==> src/include/blrt_pkg.sv <==
// Constants, types and address decode for the bidirectional latch/register transceiver
package blrt_pkg;

  // Data path width per direction
  localparam int DATA_W = 18;

  // AXI4-Lite geometry
  localparam int AXI_AW = 8;
  localparam int AXI_DW = 32;
  localparam int AXI_SW = 4;

  // Register byte offsets
  localparam logic [AXI_AW-1:0] OFS_CTRL     = 8'h00;
  localparam logic [AXI_AW-1:0] OFS_AB_STORE = 8'h04;
  localparam logic [AXI_AW-1:0] OFS_BA_STORE = 8'h08;
  localparam logic [AXI_AW-1:0] OFS_A_PINS   = 8'h0c;
  localparam logic [AXI_AW-1:0] OFS_B_PINS   = 8'h10;

  // Control field positions inside one direction lane
  localparam int F_OE_N  = 0;
  localparam int F_LE    = 1;
  localparam int F_CLK_N = 2;
  localparam int F_CEN_N = 3;

  // Lane base bits: A-to-B in byte 0, B-to-A in byte 1
  localparam int LANE_AB = 0;
  localparam int LANE_BA = 8;

  // Outputs off, clock idle high, clock gated off after reset
  localparam logic [AXI_DW-1:0] CTRL_RESET = 32'h0000_0d0d;
  localparam logic [AXI_DW-1:0] CTRL_MASK  = 32'h0000_0f0f;

  // Storage and pin reset values
  localparam logic [DATA_W-1:0] STORE_RESET  = 18'h00000;
  localparam logic              CLK_N_RESET  = 1'b1;

  // AXI responses
  localparam logic [1:0] RESP_OKAY   = 2'b00;
  localparam logic [1:0] RESP_SLVERR = 2'b10;

  // Register selection
  typedef enum logic [2:0] {
    SEL_NONE     = 3'h0,
    SEL_CTRL     = 3'h1,
    SEL_AB_STORE = 3'h2,
    SEL_BA_STORE = 3'h3,
    SEL_A_PINS   = 3'h4,
    SEL_B_PINS   = 3'h5
  } blrt_sel_t;

  // Bus channel states
  typedef enum logic [1:0] {
    WR_IDLE = 2'b01,
    WR_RESP = 2'b10
  } blrt_wr_state_t;

  typedef enum logic [1:0] {
    RD_IDLE = 2'b01,
    RD_DATA = 2'b10
  } blrt_rd_state_t;

  // Word-aligned decode shared by the read and write paths
  function automatic blrt_sel_t blrt_decode(input logic [AXI_AW-1:0] addr);
    blrt_sel_t sel;
    sel = SEL_NONE;
    case (addr)
      OFS_CTRL:     sel = SEL_CTRL;
      OFS_AB_STORE: sel = SEL_AB_STORE;
      OFS_BA_STORE: sel = SEL_BA_STORE;
      OFS_A_PINS:   sel = SEL_A_PINS;
      OFS_B_PINS:   sel = SEL_B_PINS;
      default:      sel = SEL_NONE;
    endcase
    return sel;
  endfunction

endpackage

==> src/rtl/blrt_transceiver.sv <==
// Top level: two transceiver directions controlled over an AXI4-Lite slave
`timescale 1ns/1ns
module blrt_transceiver
  import blrt_pkg::*;
(
  // Clock and reset
  input  wire logic              aclk,
  input  wire logic              aresetn,
  // AXI4-Lite write address
  input  wire logic [AXI_AW-1:0] s_axi_awaddr,
  input  wire logic [2:0]        s_axi_awprot,
  input  wire logic              s_axi_awvalid,
  output logic                   s_axi_awready,
  // AXI4-Lite write data
  input  wire logic [AXI_DW-1:0] s_axi_wdata,
  input  wire logic [AXI_SW-1:0] s_axi_wstrb,
  input  wire logic              s_axi_wvalid,
  output logic                   s_axi_wready,
  // AXI4-Lite write response
  output logic      [1:0]        s_axi_bresp,
  output logic                   s_axi_bvalid,
  input  wire logic              s_axi_bready,
  // AXI4-Lite read address
  input  wire logic [AXI_AW-1:0] s_axi_araddr,
  input  wire logic [2:0]        s_axi_arprot,
  input  wire logic              s_axi_arvalid,
  output logic                   s_axi_arready,
  // AXI4-Lite read data
  output logic      [AXI_DW-1:0] s_axi_rdata,
  output logic      [1:0]        s_axi_rresp,
  output logic                   s_axi_rvalid,
  input  wire logic              s_axi_rready,
  // A bus pins
  input  wire logic [DATA_W-1:0] a_in,
  output logic      [DATA_W-1:0] a_out,
  output logic      [DATA_W-1:0] a_oe,
  // B bus pins
  input  wire logic [DATA_W-1:0] b_in,
  output logic      [DATA_W-1:0] b_out,
  output logic      [DATA_W-1:0] b_oe
);

  // Bus state
  blrt_wr_state_t    wr_state;
  blrt_rd_state_t    rd_state;
  logic              awready_reg;
  logic              wready_reg;
  logic              bvalid_reg;
  logic [1:0]        bresp_reg;
  logic              arready_reg;
  logic              rvalid_reg;
  logic [1:0]        rresp_reg;
  logic [AXI_DW-1:0] rdata_reg;
  logic              aw_got_reg;
  logic              w_got_reg;
  logic [AXI_AW-1:0] awaddr_reg;
  logic [AXI_DW-1:0] wdata_reg;
  logic [AXI_SW-1:0] wstrb_reg;

  // Control and direction state
  logic [AXI_DW-1:0] ctrl_reg;
  logic [AXI_DW-1:0] ctrl_next;
  logic [AXI_DW-1:0] strb_mask;
  logic [DATA_W-1:0] ab_store;
  logic [DATA_W-1:0] ba_store;
  logic [DATA_W-1:0] ab_dout;
  logic [DATA_W-1:0] ba_dout;
  logic              ab_oe;
  logic              ba_oe;

  // Decode and selection
  blrt_sel_t         wr_sel;
  blrt_sel_t         rd_sel;
  logic              aw_take;
  logic              w_take;
  logic              wr_fire;
  logic              ctrl_write;
  logic              ar_take;
  logic [AXI_DW-1:0] rd_word;
  logic [1:0]        rd_resp;
  logic              a_to_b_output_enable_n;
  logic              a_to_b_latch_enable;
  logic              a_to_b_clock_n;
  logic              a_to_b_clock_enable_n;
  logic              b_to_a_output_enable_n;
  logic              b_to_a_latch_enable;
  logic              b_to_a_clock_n;
  logic              b_to_a_clock_enable_n;

  assign a_to_b_output_enable_n = ctrl_reg[LANE_AB + F_OE_N];
  assign a_to_b_latch_enable    = ctrl_reg[LANE_AB + F_LE];
  assign a_to_b_clock_n         = ctrl_reg[LANE_AB + F_CLK_N];
  assign a_to_b_clock_enable_n  = ctrl_reg[LANE_AB + F_CEN_N];
  assign b_to_a_output_enable_n = ctrl_reg[LANE_BA + F_OE_N];
  assign b_to_a_latch_enable    = ctrl_reg[LANE_BA + F_LE];
  assign b_to_a_clock_n         = ctrl_reg[LANE_BA + F_CLK_N];
  assign b_to_a_clock_enable_n  = ctrl_reg[LANE_BA + F_CEN_N];

  // Address and data may arrive in either order; both are held until the write fires
  assign aw_take    = s_axi_awvalid & awready_reg;
  assign w_take     = s_axi_wvalid & wready_reg;
  assign wr_sel     = blrt_decode(awaddr_reg);
  assign wr_fire    = (wr_state == WR_IDLE) & aw_got_reg & w_got_reg;
  assign ctrl_write = wr_fire & (wr_sel == SEL_CTRL);
  assign strb_mask  = {{8{wstrb_reg[3]}}, {8{wstrb_reg[2]}}, {8{wstrb_reg[1]}}, {8{wstrb_reg[0]}}};
  // Reserved control bits never store, so they read back as zero
  assign ctrl_next  = ((ctrl_reg & ~strb_mask) | (wdata_reg & strb_mask)) & CTRL_MASK;

  assign ar_take = s_axi_arvalid & arready_reg;
  assign rd_sel  = blrt_decode(s_axi_araddr);
  assign rd_word = (rd_sel == SEL_CTRL)     ? ctrl_reg :
                   (rd_sel == SEL_AB_STORE) ? {{(AXI_DW-DATA_W){1'b0}}, ab_store} :
                   (rd_sel == SEL_BA_STORE) ? {{(AXI_DW-DATA_W){1'b0}}, ba_store} :
                   (rd_sel == SEL_A_PINS)   ? {{(AXI_DW-DATA_W){1'b0}}, a_in} :
                   (rd_sel == SEL_B_PINS)   ? {{(AXI_DW-DATA_W){1'b0}}, b_in} :
                   {AXI_DW{1'b0}};
  assign rd_resp = (rd_sel == SEL_NONE) ? RESP_SLVERR : RESP_OKAY;

  // Write channel
  always_ff @(posedge aclk) begin
    if (!aresetn) begin
      wr_state    <= WR_IDLE;
      awready_reg <= 1'b0;
      wready_reg  <= 1'b0;
      aw_got_reg  <= 1'b0;
      w_got_reg   <= 1'b0;
      awaddr_reg  <= {AXI_AW{1'b0}};
      wdata_reg   <= {AXI_DW{1'b0}};
      wstrb_reg   <= {AXI_SW{1'b0}};
      bvalid_reg  <= 1'b0;
      bresp_reg   <= RESP_OKAY;
    end else begin
      case (wr_state)
        WR_IDLE: begin
          if (aw_take) begin
            aw_got_reg  <= 1'b1;
            awaddr_reg  <= s_axi_awaddr;
            awready_reg <= 1'b0;
          end else if (!aw_got_reg) begin
            awready_reg <= 1'b1;
          end
          if (w_take) begin
            w_got_reg  <= 1'b1;
            wdata_reg  <= s_axi_wdata;
            wstrb_reg  <= s_axi_wstrb;
            wready_reg <= 1'b0;
          end else if (!w_got_reg) begin
            wready_reg <= 1'b1;
          end
          if (wr_fire) begin
            aw_got_reg <= 1'b0;
            w_got_reg  <= 1'b0;
            bvalid_reg <= 1'b1;
            // Writes to read-only words are dropped but acknowledged
            bresp_reg  <= (wr_sel == SEL_NONE) ? RESP_SLVERR : RESP_OKAY;
            wr_state   <= WR_RESP;
          end
        end
        WR_RESP: begin
          if (s_axi_bready) begin
            bvalid_reg  <= 1'b0;
            awready_reg <= 1'b1;
            wready_reg  <= 1'b1;
            wr_state    <= WR_IDLE;
          end
        end
        default: begin
          wr_state <= WR_IDLE;
        end
      endcase
    end
  end

  // Read channel
  always_ff @(posedge aclk) begin
    if (!aresetn) begin
      rd_state    <= RD_IDLE;
      arready_reg <= 1'b0;
      rvalid_reg  <= 1'b0;
      rresp_reg   <= RESP_OKAY;
      rdata_reg   <= {AXI_DW{1'b0}};
    end else begin
      case (rd_state)
        RD_IDLE: begin
          if (ar_take) begin
            arready_reg <= 1'b0;
            rvalid_reg  <= 1'b1;
            rdata_reg   <= rd_word;
            rresp_reg   <= rd_resp;
            rd_state    <= RD_DATA;
          end else begin
            arready_reg <= 1'b1;
          end
        end
        RD_DATA: begin
          if (s_axi_rready) begin
            rvalid_reg  <= 1'b0;
            arready_reg <= 1'b1;
            rd_state    <= RD_IDLE;
          end
        end
        default: begin
          rd_state <= RD_IDLE;
        end
      endcase
    end
  end

  // Control word; clock and latch fields are software-driven levels
  always_ff @(posedge aclk) begin
    if (!aresetn) begin
      ctrl_reg <= CTRL_RESET;
    end else if (ctrl_write) begin
      ctrl_reg <= ctrl_next;
    end
  end

  blrt_direction u_a_to_b (
    .aclk            (aclk),
    .aresetn         (aresetn),
    .latch_enable    (a_to_b_latch_enable),
    .clock_n         (a_to_b_clock_n),
    .clock_enable_n  (a_to_b_clock_enable_n),
    .output_enable_n (a_to_b_output_enable_n),
    .din             (a_in),
    .dout_reg        (ab_dout),
    .oe_reg          (ab_oe),
    .store_reg       (ab_store)
  );

  blrt_direction u_b_to_a (
    .aclk            (aclk),
    .aresetn         (aresetn),
    .latch_enable    (b_to_a_latch_enable),
    .clock_n         (b_to_a_clock_n),
    .clock_enable_n  (b_to_a_clock_enable_n),
    .output_enable_n (b_to_a_output_enable_n),
    .din             (b_in),
    .dout_reg        (ba_dout),
    .oe_reg          (ba_oe),
    .store_reg       (ba_store)
  );

  // Pins; enabling both directions at once makes the two buses fight
  assign b_out = ab_dout;
  assign a_out = ba_dout;
  assign b_oe  = {DATA_W{ab_oe}};
  assign a_oe  = {DATA_W{ba_oe}};

  assign s_axi_awready = awready_reg;
  assign s_axi_wready  = wready_reg;
  assign s_axi_bvalid  = bvalid_reg;
  assign s_axi_bresp   = bresp_reg;
  assign s_axi_arready = arready_reg;
  assign s_axi_rvalid  = rvalid_reg;
  assign s_axi_rresp   = rresp_reg;
  assign s_axi_rdata   = rdata_reg;

  property p_pin_pass;
    @(posedge aclk) disable iff (!aresetn)
      (a_to_b_latch_enable && !a_to_b_output_enable_n) |=> (b_out == $past(a_in)) && (b_oe == {DATA_W{1'b1}});
  endproperty
  a_pin_pass: assert property (p_pin_pass) else $error("B pins do not follow A");

  property p_pin_float;
    @(posedge aclk) disable iff (!aresetn)
      b_to_a_output_enable_n |=> (a_oe == {DATA_W{1'b0}});
  endproperty
  a_pin_float: assert property (p_pin_float) else $error("A pins driven while disabled");

  property p_independent;
    @(posedge aclk) disable iff (!aresetn)
      (!a_to_b_latch_enable && a_to_b_clock_enable_n && ctrl_write
        && (ctrl_next[LANE_AB + F_CEN_N:LANE_AB] == ctrl_reg[LANE_AB + F_CEN_N:LANE_AB])) |=> ##1 $stable(ab_store);
  endproperty
  a_independent: assert property (p_independent) else $error("B-to-A write disturbed A-to-B storage");

  property p_bvalid_hold;
    @(posedge aclk) disable iff (!aresetn)
      (s_axi_bvalid && !s_axi_bready) |=> s_axi_bvalid && $stable(s_axi_bresp);
  endproperty
  a_bvalid_hold: assert property (p_bvalid_hold) else $error("write response dropped early");

  property p_read_answer;
    @(posedge aclk) disable iff (!aresetn)
      ar_take |=> s_axi_rvalid && (s_axi_rresp == $past(rd_resp)) && !s_axi_arready;
  endproperty
  a_read_answer: assert property (p_read_answer) else $error("read not answered next cycle");

endmodule // blrt_transceiver

==> src/rtl/blrt_direction.sv <==
// One direction of the transceiver: latch/flip-flop storage and output stage
`timescale 1ns/1ns
module blrt_direction
  import blrt_pkg::*;
(
  // Clock and reset
  input  wire logic              aclk,
  input  wire logic              aresetn,
  // Direction controls
  input  wire logic              latch_enable,
  input  wire logic              clock_n,
  input  wire logic              clock_enable_n,
  input  wire logic              output_enable_n,
  // Data
  input  wire logic [DATA_W-1:0] din,
  output logic      [DATA_W-1:0] dout_reg,
  output logic                   oe_reg,
  output logic      [DATA_W-1:0] store_reg
);

  logic              clk_prev_reg;
  logic              clk_fall;
  logic              capture;
  logic [DATA_W-1:0] store_next;

  // Falling edge seen as a level change between two aclk samples
  assign clk_fall = clk_prev_reg & ~clock_n;
  assign capture = ~latch_enable & ~clock_enable_n & clk_fall;
  assign store_next = (latch_enable | capture) ? din : store_reg;

  always_ff @(posedge aclk) begin
    if (!aresetn) begin
      clk_prev_reg <= CLK_N_RESET;
      store_reg    <= STORE_RESET;
      dout_reg     <= STORE_RESET;
      oe_reg       <= 1'b0;
    end else begin
      clk_prev_reg <= clock_n;
      store_reg    <= store_next;
      dout_reg     <= store_next;
      oe_reg       <= ~output_enable_n;
    end
  end

  property p_width;
    @(posedge aclk) disable iff (!aresetn)
      (store_reg != $past(store_reg)) |-> ($past(latch_enable) || $past(capture));
  endproperty
  a_width: assert property (p_width) else $error("storage changed without latch or capture");

  property p_transparent;
    @(posedge aclk) disable iff (!aresetn)
      (latch_enable && !output_enable_n) |=> (dout_reg == $past(din)) && oe_reg;
  endproperty
  a_transparent: assert property (p_transparent) else $error("transparent value not driven");

  property p_latched_high;
    @(posedge aclk) disable iff (!aresetn)
      (!latch_enable && clock_n && clk_prev_reg) |=> $stable(store_reg) && (dout_reg == $past(store_reg));
  endproperty
  a_latched_high: assert property (p_latched_high) else $error("latched value moved with clock high");

  property p_capture;
    @(posedge aclk) disable iff (!aresetn)
      (!latch_enable && !clock_enable_n && clk_prev_reg && !clock_n)
        |=> (store_reg == $past(din)) && (dout_reg == $past(din));
  endproperty
  a_capture: assert property (p_capture) else $error("falling clock did not capture");

  property p_gated;
    @(posedge aclk) disable iff (!aresetn)
      (!latch_enable && clock_enable_n) [*2] |=> $stable(store_reg);
  endproperty
  a_gated: assert property (p_gated) else $error("gated clock still captured");

  property p_float;
    @(posedge aclk) disable iff (!aresetn)
      output_enable_n |=> !oe_reg ##1 (oe_reg == !$past(output_enable_n));
  endproperty
  a_float: assert property (p_float) else $error("output enable misbehaves");

  property p_low_hold;
    @(posedge aclk) disable iff (!aresetn)
      (!latch_enable && !clock_enable_n && !clock_n && !clk_prev_reg) |=> (store_reg == $past(store_reg));
  endproperty
  a_low_hold: assert property (p_low_hold) else $error("held-low clock captured data");

endmodule // blrt_direction

==> config.mk <==
export PLATFORM = sky130hd
export DESIGN_NAME = blrt_transceiver
export DESIGN_NICKNAME = d
export VERILOG_FILES = /design/src/include/blrt_pkg.sv /design/src/rtl/blrt_transceiver.sv /design/src/rtl/blrt_direction.sv
export SDC_FILE = /design/constraint.sdc
export NUM_CORES = 1
export LEC_CHECK = 0
export BUFFER_PORTS_ARGS = -buffer_cell sky130_fd_sc_hd__buf_2
export CAP_MARGIN = 30
export CORE_MARGIN = 8
export CORE_UTILIZATION = 50
export CTS_CLUSTER_DIAMETER = 150
export DETAILED_ROUTE_END_ITERATION = 16
export MAX_ROUTING_LAYER = met4
export PLACE_DENSITY = 0.85
export REMOVE_ABC_BUFFERS = 1
export SETUP_SLACK_MARGIN = 0.4
export SYNTH_ARGS = -nofsm -noshare
export SYNTH_HDL_FRONTEND = slang
export SYNTH_SLANG_ARGS = --single-unit
==> constraint.sdc <==
create_clock -name aclk -period 2.6 [get_ports aclk]
set_input_delay 0.26 -clock aclk [delete_from_list [all_inputs] [get_ports aclk]]
set_output_delay 0.26 -clock aclk [all_outputs]
set_load 0.02 [all_outputs]
==> impl_results.md, run 1 <==
- Worst-path clk slew: 0.10 ns
- Synth Register Bits: 97
- N_diodes: 0
- CORE AREA: 9060 um2
- Hold Crit Class: input port to register
- RR Startpoint: awaddr_reg[1]$_SDFFE_PN0P_
- Outcome: complete, no violations
- Clk sink count: 97
- Switching part of the total: 0.252
- Main synth FF type: dfxtp_1
- Largest net degree at the start of global routing: 67
- Core Rows: 35
- Combinational share of power: 0.108
- Fillers: 839
- Post-synthesis cell type count: 47
- Hold buffer count at CTS: 0
- Setup slack, reg-to-reg: 0.94 ns
- Final std cells w/o fill: 795
- Initial antenna violation count: 0
- Routed vias: 4213
- Critical Path AT: 1.95 ns
- Clock Latency Late Sink: around 0.36 ns
- Worst relative slew slack: 0.490
- Drt first pass iters: 7
- Final Worst Setup Slack: 0.936 ns
- Routability Congestion: 0.879
- Post-synth EDFFs: 0
- Share of post-route cells with drive strength above 1: 0.298
- H-tree depth: 3
- Initial core utilization: 0.503
- Clock root cell: clkbuf_8
- Hold EP: awaddr_reg[7]$_SDFFE_PN0P_
- Hold path start: s_axi_awaddr[7]
- Final setup violation count: 0
- VDD IR-drop max: 319 uV
- Mean area per synthesized cell: around 8.0 um2
- All-Layer GR Usage: 0.206
- Drt initial violations: approximately 260
- Leakage power: 2.36 nW
- Vias per cell: 5.30
- Internal power: 2.20 mW
- First-pass GRT wire length: 20.7 mm
- Power Density: 552 nW/um2
- Setup tns final: 0 ns
- RSZ-0062 raised after global routing: false
- Reg power frac: 0.524
- Routed WL per cell: approximately 16 um
- CTS Buf Count: 9
- Max-slew violation count: 0
- Final Hold Fails: 0
- Post-DP HPWL: 9.70 mm
- Max cap viols: 0
- Synth area leaders: dfxtp_1 (43%), nand2_1 (11%), buf_4 (8.6%)
- Clock power frac: 0.368
- Min cycle time layout: 1.66 ns
- Post-Route WL: between 10 and 15 mm
- Worst-Margin Slew: 0.765 ns
- CP Data Required Time: 2.89 ns
- Commonest non-fill, non-tap cell in the layout: buf_2
- Setup bufs post-CTS: 0
- Nets: 781
- Fmax: 601 MHz
- CTS tree: yes
- Synthesized instance count: 567
- Die area: 12400 um2
- Yosys top cell by area: dfxtp_1
- GRT Residual Overflow: 0
- Sequential area share after synthesis: 0.426
- Io pins: 214
- CP Class: register to register
- Number of global-route vias before repair: about 4200
- NetSw: 740 uW
- Final worst path period share: 0.640
- Yosys top cell area share: 0.426
- Antenna-violating nets left: 0
- Commonest non-fill, non-tap cells in the layout: buf_2 (165), nand2_1 (136), dfxtp_1 (97), a21oi_1 (63), nor2_1 (20)
- Die width: 112 um
- Die height: 112 um
- Final core utilization: 0.588
- Register-to-Register Path Depth: 4
- Worst slack at placement: around 0.73 ns
- Number of placed instances, taps included: 780
- DRC Markers: 0
- Clock tree buffer depth: 2
- Critical Path Fanout Max: 6
- Worst Setup End Kind: register
- Clock skew: roughly 0.014 ns
- Hold Path Depth: 3
- Number of port buffers: between 150 and 200
- Gates resized, CTS repair: 0
- FFs w/ async S/R, synth: 0
- Post-Syn Area: 4560 um2
- Layout area overhead: 16.8%
- Crit start category: register
- Yosys Warn Count: 0
## power groups by stage
| stage | clock network [mW] | registers (mW) | logic (mW) |
|---|---|---|---|
| after floorplan | 0 | 1.58 | 0.156 |
| after global placement | 0 | 1.57 | 0.305 |
| after detailed placement | 0 | 1.57 | 0.315 |
| after CTS | 1.09 | 1.54 | 0.315 |
| after global routing | 1.14 | 1.54 | 0.349 |
| final | 1.08 | 1.54 | 0.318 |
## worst max-delay path, stage by stage (launching register included)
cell	delay [ns]
dfxtp_1	0.33
or4_4	0.54
and4bb_4	0.37
and2_4	0.18
mux2i_1	0.18
## cell families after synthesis
| family | Yosys count | synth area share |
|---|---|---|
| AO/OA/AOI/OAI | 147 | 0.199 |
| buffers and inverters | 106 | 0.135 |
| flip-flops | 97 | 0.426 |
| multiplexers | 15 | 0.0332 |
| other | 1 | 0.000822 |
| AND/OR/NAND/NOR | 201 | 0.206 |
## final cells by class
type	count	area (um2)	share of cell area
Clock buffer	10	138	0.0258
Clock inverter	5	80.1	0.0150
Inverter	18	67.6	0.0127
Multi-Input combinational cell	379	2060	0.387
Sequential cell	97	1940	0.365
Tap cell	111	139	0.0261
Timing Repair Buffer	175	901	0.169
## worst max-delay path by stage
stage | from | endpoint | slack, ns
5_1_grt | s_axi_arready$_SDFFE_PN0P_ | s_axi_rdata[3]$_SDFFE_PN0P_ | 0.82
2_1_floorplan | u_b_to_a.oe_reg$_SDFF_PN0_ | a_oe[0] | -0.24
6_report | awaddr_reg[1]$_SDFFE_PN0P_ | register | 0.94
3_5_place_dp | s_axi_araddr[5] | s_axi_rdata[13]$_SDFFE_PN0P_ | 0.73
3_3_place_gp | s_axi_araddr[5] | s_axi_rdata[10]$_SDFFE_PN0P_ | 0.80
4_1_cts | awaddr_reg[1]$_SDFFE_PN0P_ | register | 0.93
## synthesized netlist by cell type, drive strengths merged (5+ instances only)
cell,count
nand2b,6
nor2,21
o21ai,22
o21a,9
mux2i,14
dfxtp,97
nand2,136
a222oi,5
a21oi,65
buf,66
nand3b,11
o31ai,9
a31oi,8
clkbuf,22
a22oi,9
inv,18
a211oi,11
nor3,5
## per-stage QoR
stage / hold WS, ns / power [mW] / instance area (um2)
6_report: 0.132 / 2.94 / 5330
5_1_grt: 0.117 / 3.04 / 5330
4_1_cts: 0.126 / 2.94 / 5330
3_5_place_dp: 0.437 / 1.89 / 5110
3_3_place_gp: 0.430 / 1.88 / 5110
2_1_floorplan: 0.355 / 1.74 / 4070
## per-layer routing
layer | GRT usage | share of wire | up-vias
li1 | - | - | 2089
met1 | 0.231 | 0.41 | 1907
met4 | 0.0675 | 0.018 | 0
met3 | 0.0552 | 0.079 | 25
met2 | 0.349 | 0.50 | 192
met5 | - | 0 | -
Note: power is estimated with default switching activity, not from simulation.
==> run 2, diff against run 1 <==
Settings changed: CORE_UTILIZATION 50 to 47, PLACE_DENSITY 0.85 to 0.81.
Clock period 2.6 ns to 1.7 ns, I/O delays scaled along.
==> impl_results.md, run 2 (synthesis results as in run 1) <==
- Crit start category: register
- Final Hold Fails: 0
- Critical Path Fanout Max: 5
- Max-slew violation count: 0
- Max incr delay on CP: 0.53 ns
- Worst-path clk slew: 0.10 ns
- DRC Markers: 0
- Clock root cell: clkbuf_8
- Hold buffer count at CTS: 0
- CTS Buf Count: 9
- WHS: 0.0460 ns
- Initial antenna violation count: 0
- H-tree depth: 3
- Outcome: complete, no violations
- Final worst path period share: 0.976
- RSZ-0062 raised after global routing: true
- Die width: between 100 and 150 um
- Antenna-violating nets left: 0
- Power Density: a little under 800 nW/um2
- Fmax: 603 MHz
- Die height: between 100 and 150 um
- Nets: 806
- Worst Setup End Kind: register
- GRT Residual Overflow: 0
- Min cycle time layout: 1.66 ns
- Vias per cell: ~5.2
- Clock skew: 0.0143 ns
- Max cap viols: 0
- Number of global-route vias before repair: approximately 4400
- CORE AREA: 9590 um2
- Drt first pass iters: 5
- CTS tree: yes
- Layout area overhead: 26.8%
- Hold Crit Class: input port to register
- CP Data Required Time: approximately 2 ns
- Post-Route WL: 13.5 mm
- Clk sink count: 97
- Post-DP HPWL: 10.0 mm
- Number of port buffers: 165
- Largest net degree at the start of global routing: 35
- Initial core utilization: 0.475
- First-pass GRT wire length: 20.7 mm
- All-Layer GR Usage: 0.199
- VDD IR-drop max: 448 uV
- Placed inst area: 5280 um2
- Commonest non-fill, non-tap cells in the layout: buf_2 (165), nand2_1 (135), dfxtp_1 (90), a21oi_1 (63), buf_4 (25)
- Drt initial violations: 401
- Final setup violation count: 0
- Routed vias: 4381
- Clock Latency Late Sink: 0.35 ns
- CP delay by family, top: simple AND/OR/NAND/NOR gates
- Share of post-route cells with drive strength above 1: 0.355
- CP Cell Sequence: or4_4, and4bb_4, and2_4, mux2i_1
- Die area: around 13000 um2
- Clock tree buffer depth: 2
- Worst Path Buf+Inv: 0
- N_diodes: 0
- Routed WL per cell: roughly 16 um
- Commonest non-fill, non-tap cell in the layout: buf_2
- Io pins: 214
- CP Class: register to register
- Leakage power: 2.57 nW
- Critical Path AT: 1.93 ns
- CP max-delay cell: or4_4
- Final instance area: 5780 um2
- Core Rows: 36
- Power Total: 4.60 mW
- Routability Congestion: 0.866
run 2: worst reg2reg max path, stage by stage, from the launching register on:
cell and delay [ns]:
dfxtp_2 0.33, or4_4 0.53, and4bb_4 0.37, and2_4 0.19
mux2i_1 0.17
run 2: per-layer routing:
layer / routed length [um] / part of all wire / global-route usage / vias to the layer above
li1: - / - / - / 2135
met1: 5610 / 0.41 / 0.224 / 2035
met2: 6690 / 0.49 / 0.341 / 199
met3: 1110 / 0.082 / 0.0564 / 12
met4: 119 / 0.0088 / 0.0470 / 0
met5: 0 / 0 / - / -
run 2: timing repair:
action | in CTS | in global routing
resized for setup | 13 | 29
buffers inserted | 8 | 3
cloned | 1 | 0
pin swaps | 10 | 5
setup endpoints to repair | 70 | 42
run 2: final timing paths:
path,start,to,slack (ns),cells after the start
worst max-delay path,awaddr_reg[1]$_SDFFE_PN0P_,register,0.04,4
worst min-delay path,s_axi_wdata[11],wdata_reg[11]$_SDFFE_PN0P_,0.05,3
worst max register to register,awaddr_reg[1]$_SDFFE_PN0P_,register,0.04,4
worst min register to register,register,u_a_to_b.oe_reg$_SDFF_PN0_,0.45,1
run 2: per-stage QoR:
step	std cells	utilization	setup slack (ns)	setup TNS (ns)
global placement	815	0.551	0.111	0
detailed placement	815	0.551	0.0613	0
CTS	839	0.585	0.0418	0
finish	842	0.603	0.0412	0
global route	842	0.603	-0.0187	-0.0359
floorplan	494	-	-1.05	-37.94
run 2: power breakdown:
group          total, mW  leakage, nW  switching [mW]  internal (mW)
Combinational      0.563         1.67           0.327          0.236
Clock               1.68        0.113           0.801          0.875
Sequential          2.36        0.786          0.0383           2.32
Total               4.60         2.57            1.17           3.43
run 2: final cells by class:
| cell class | count | area, um2 |
|---|---|---|
| clock buffers | 10 | 138 |
| clock inverters | 5 | 86.3 |
| repair buffers | 200 | 1170 |
| flip-flops and latches | 97 | 1950 |
| inverters | 18 | 67.6 |
| multi-input cells | 379 | 2200 |
| fillers | 840 | 3810 |
| well taps | 133 | 166 |
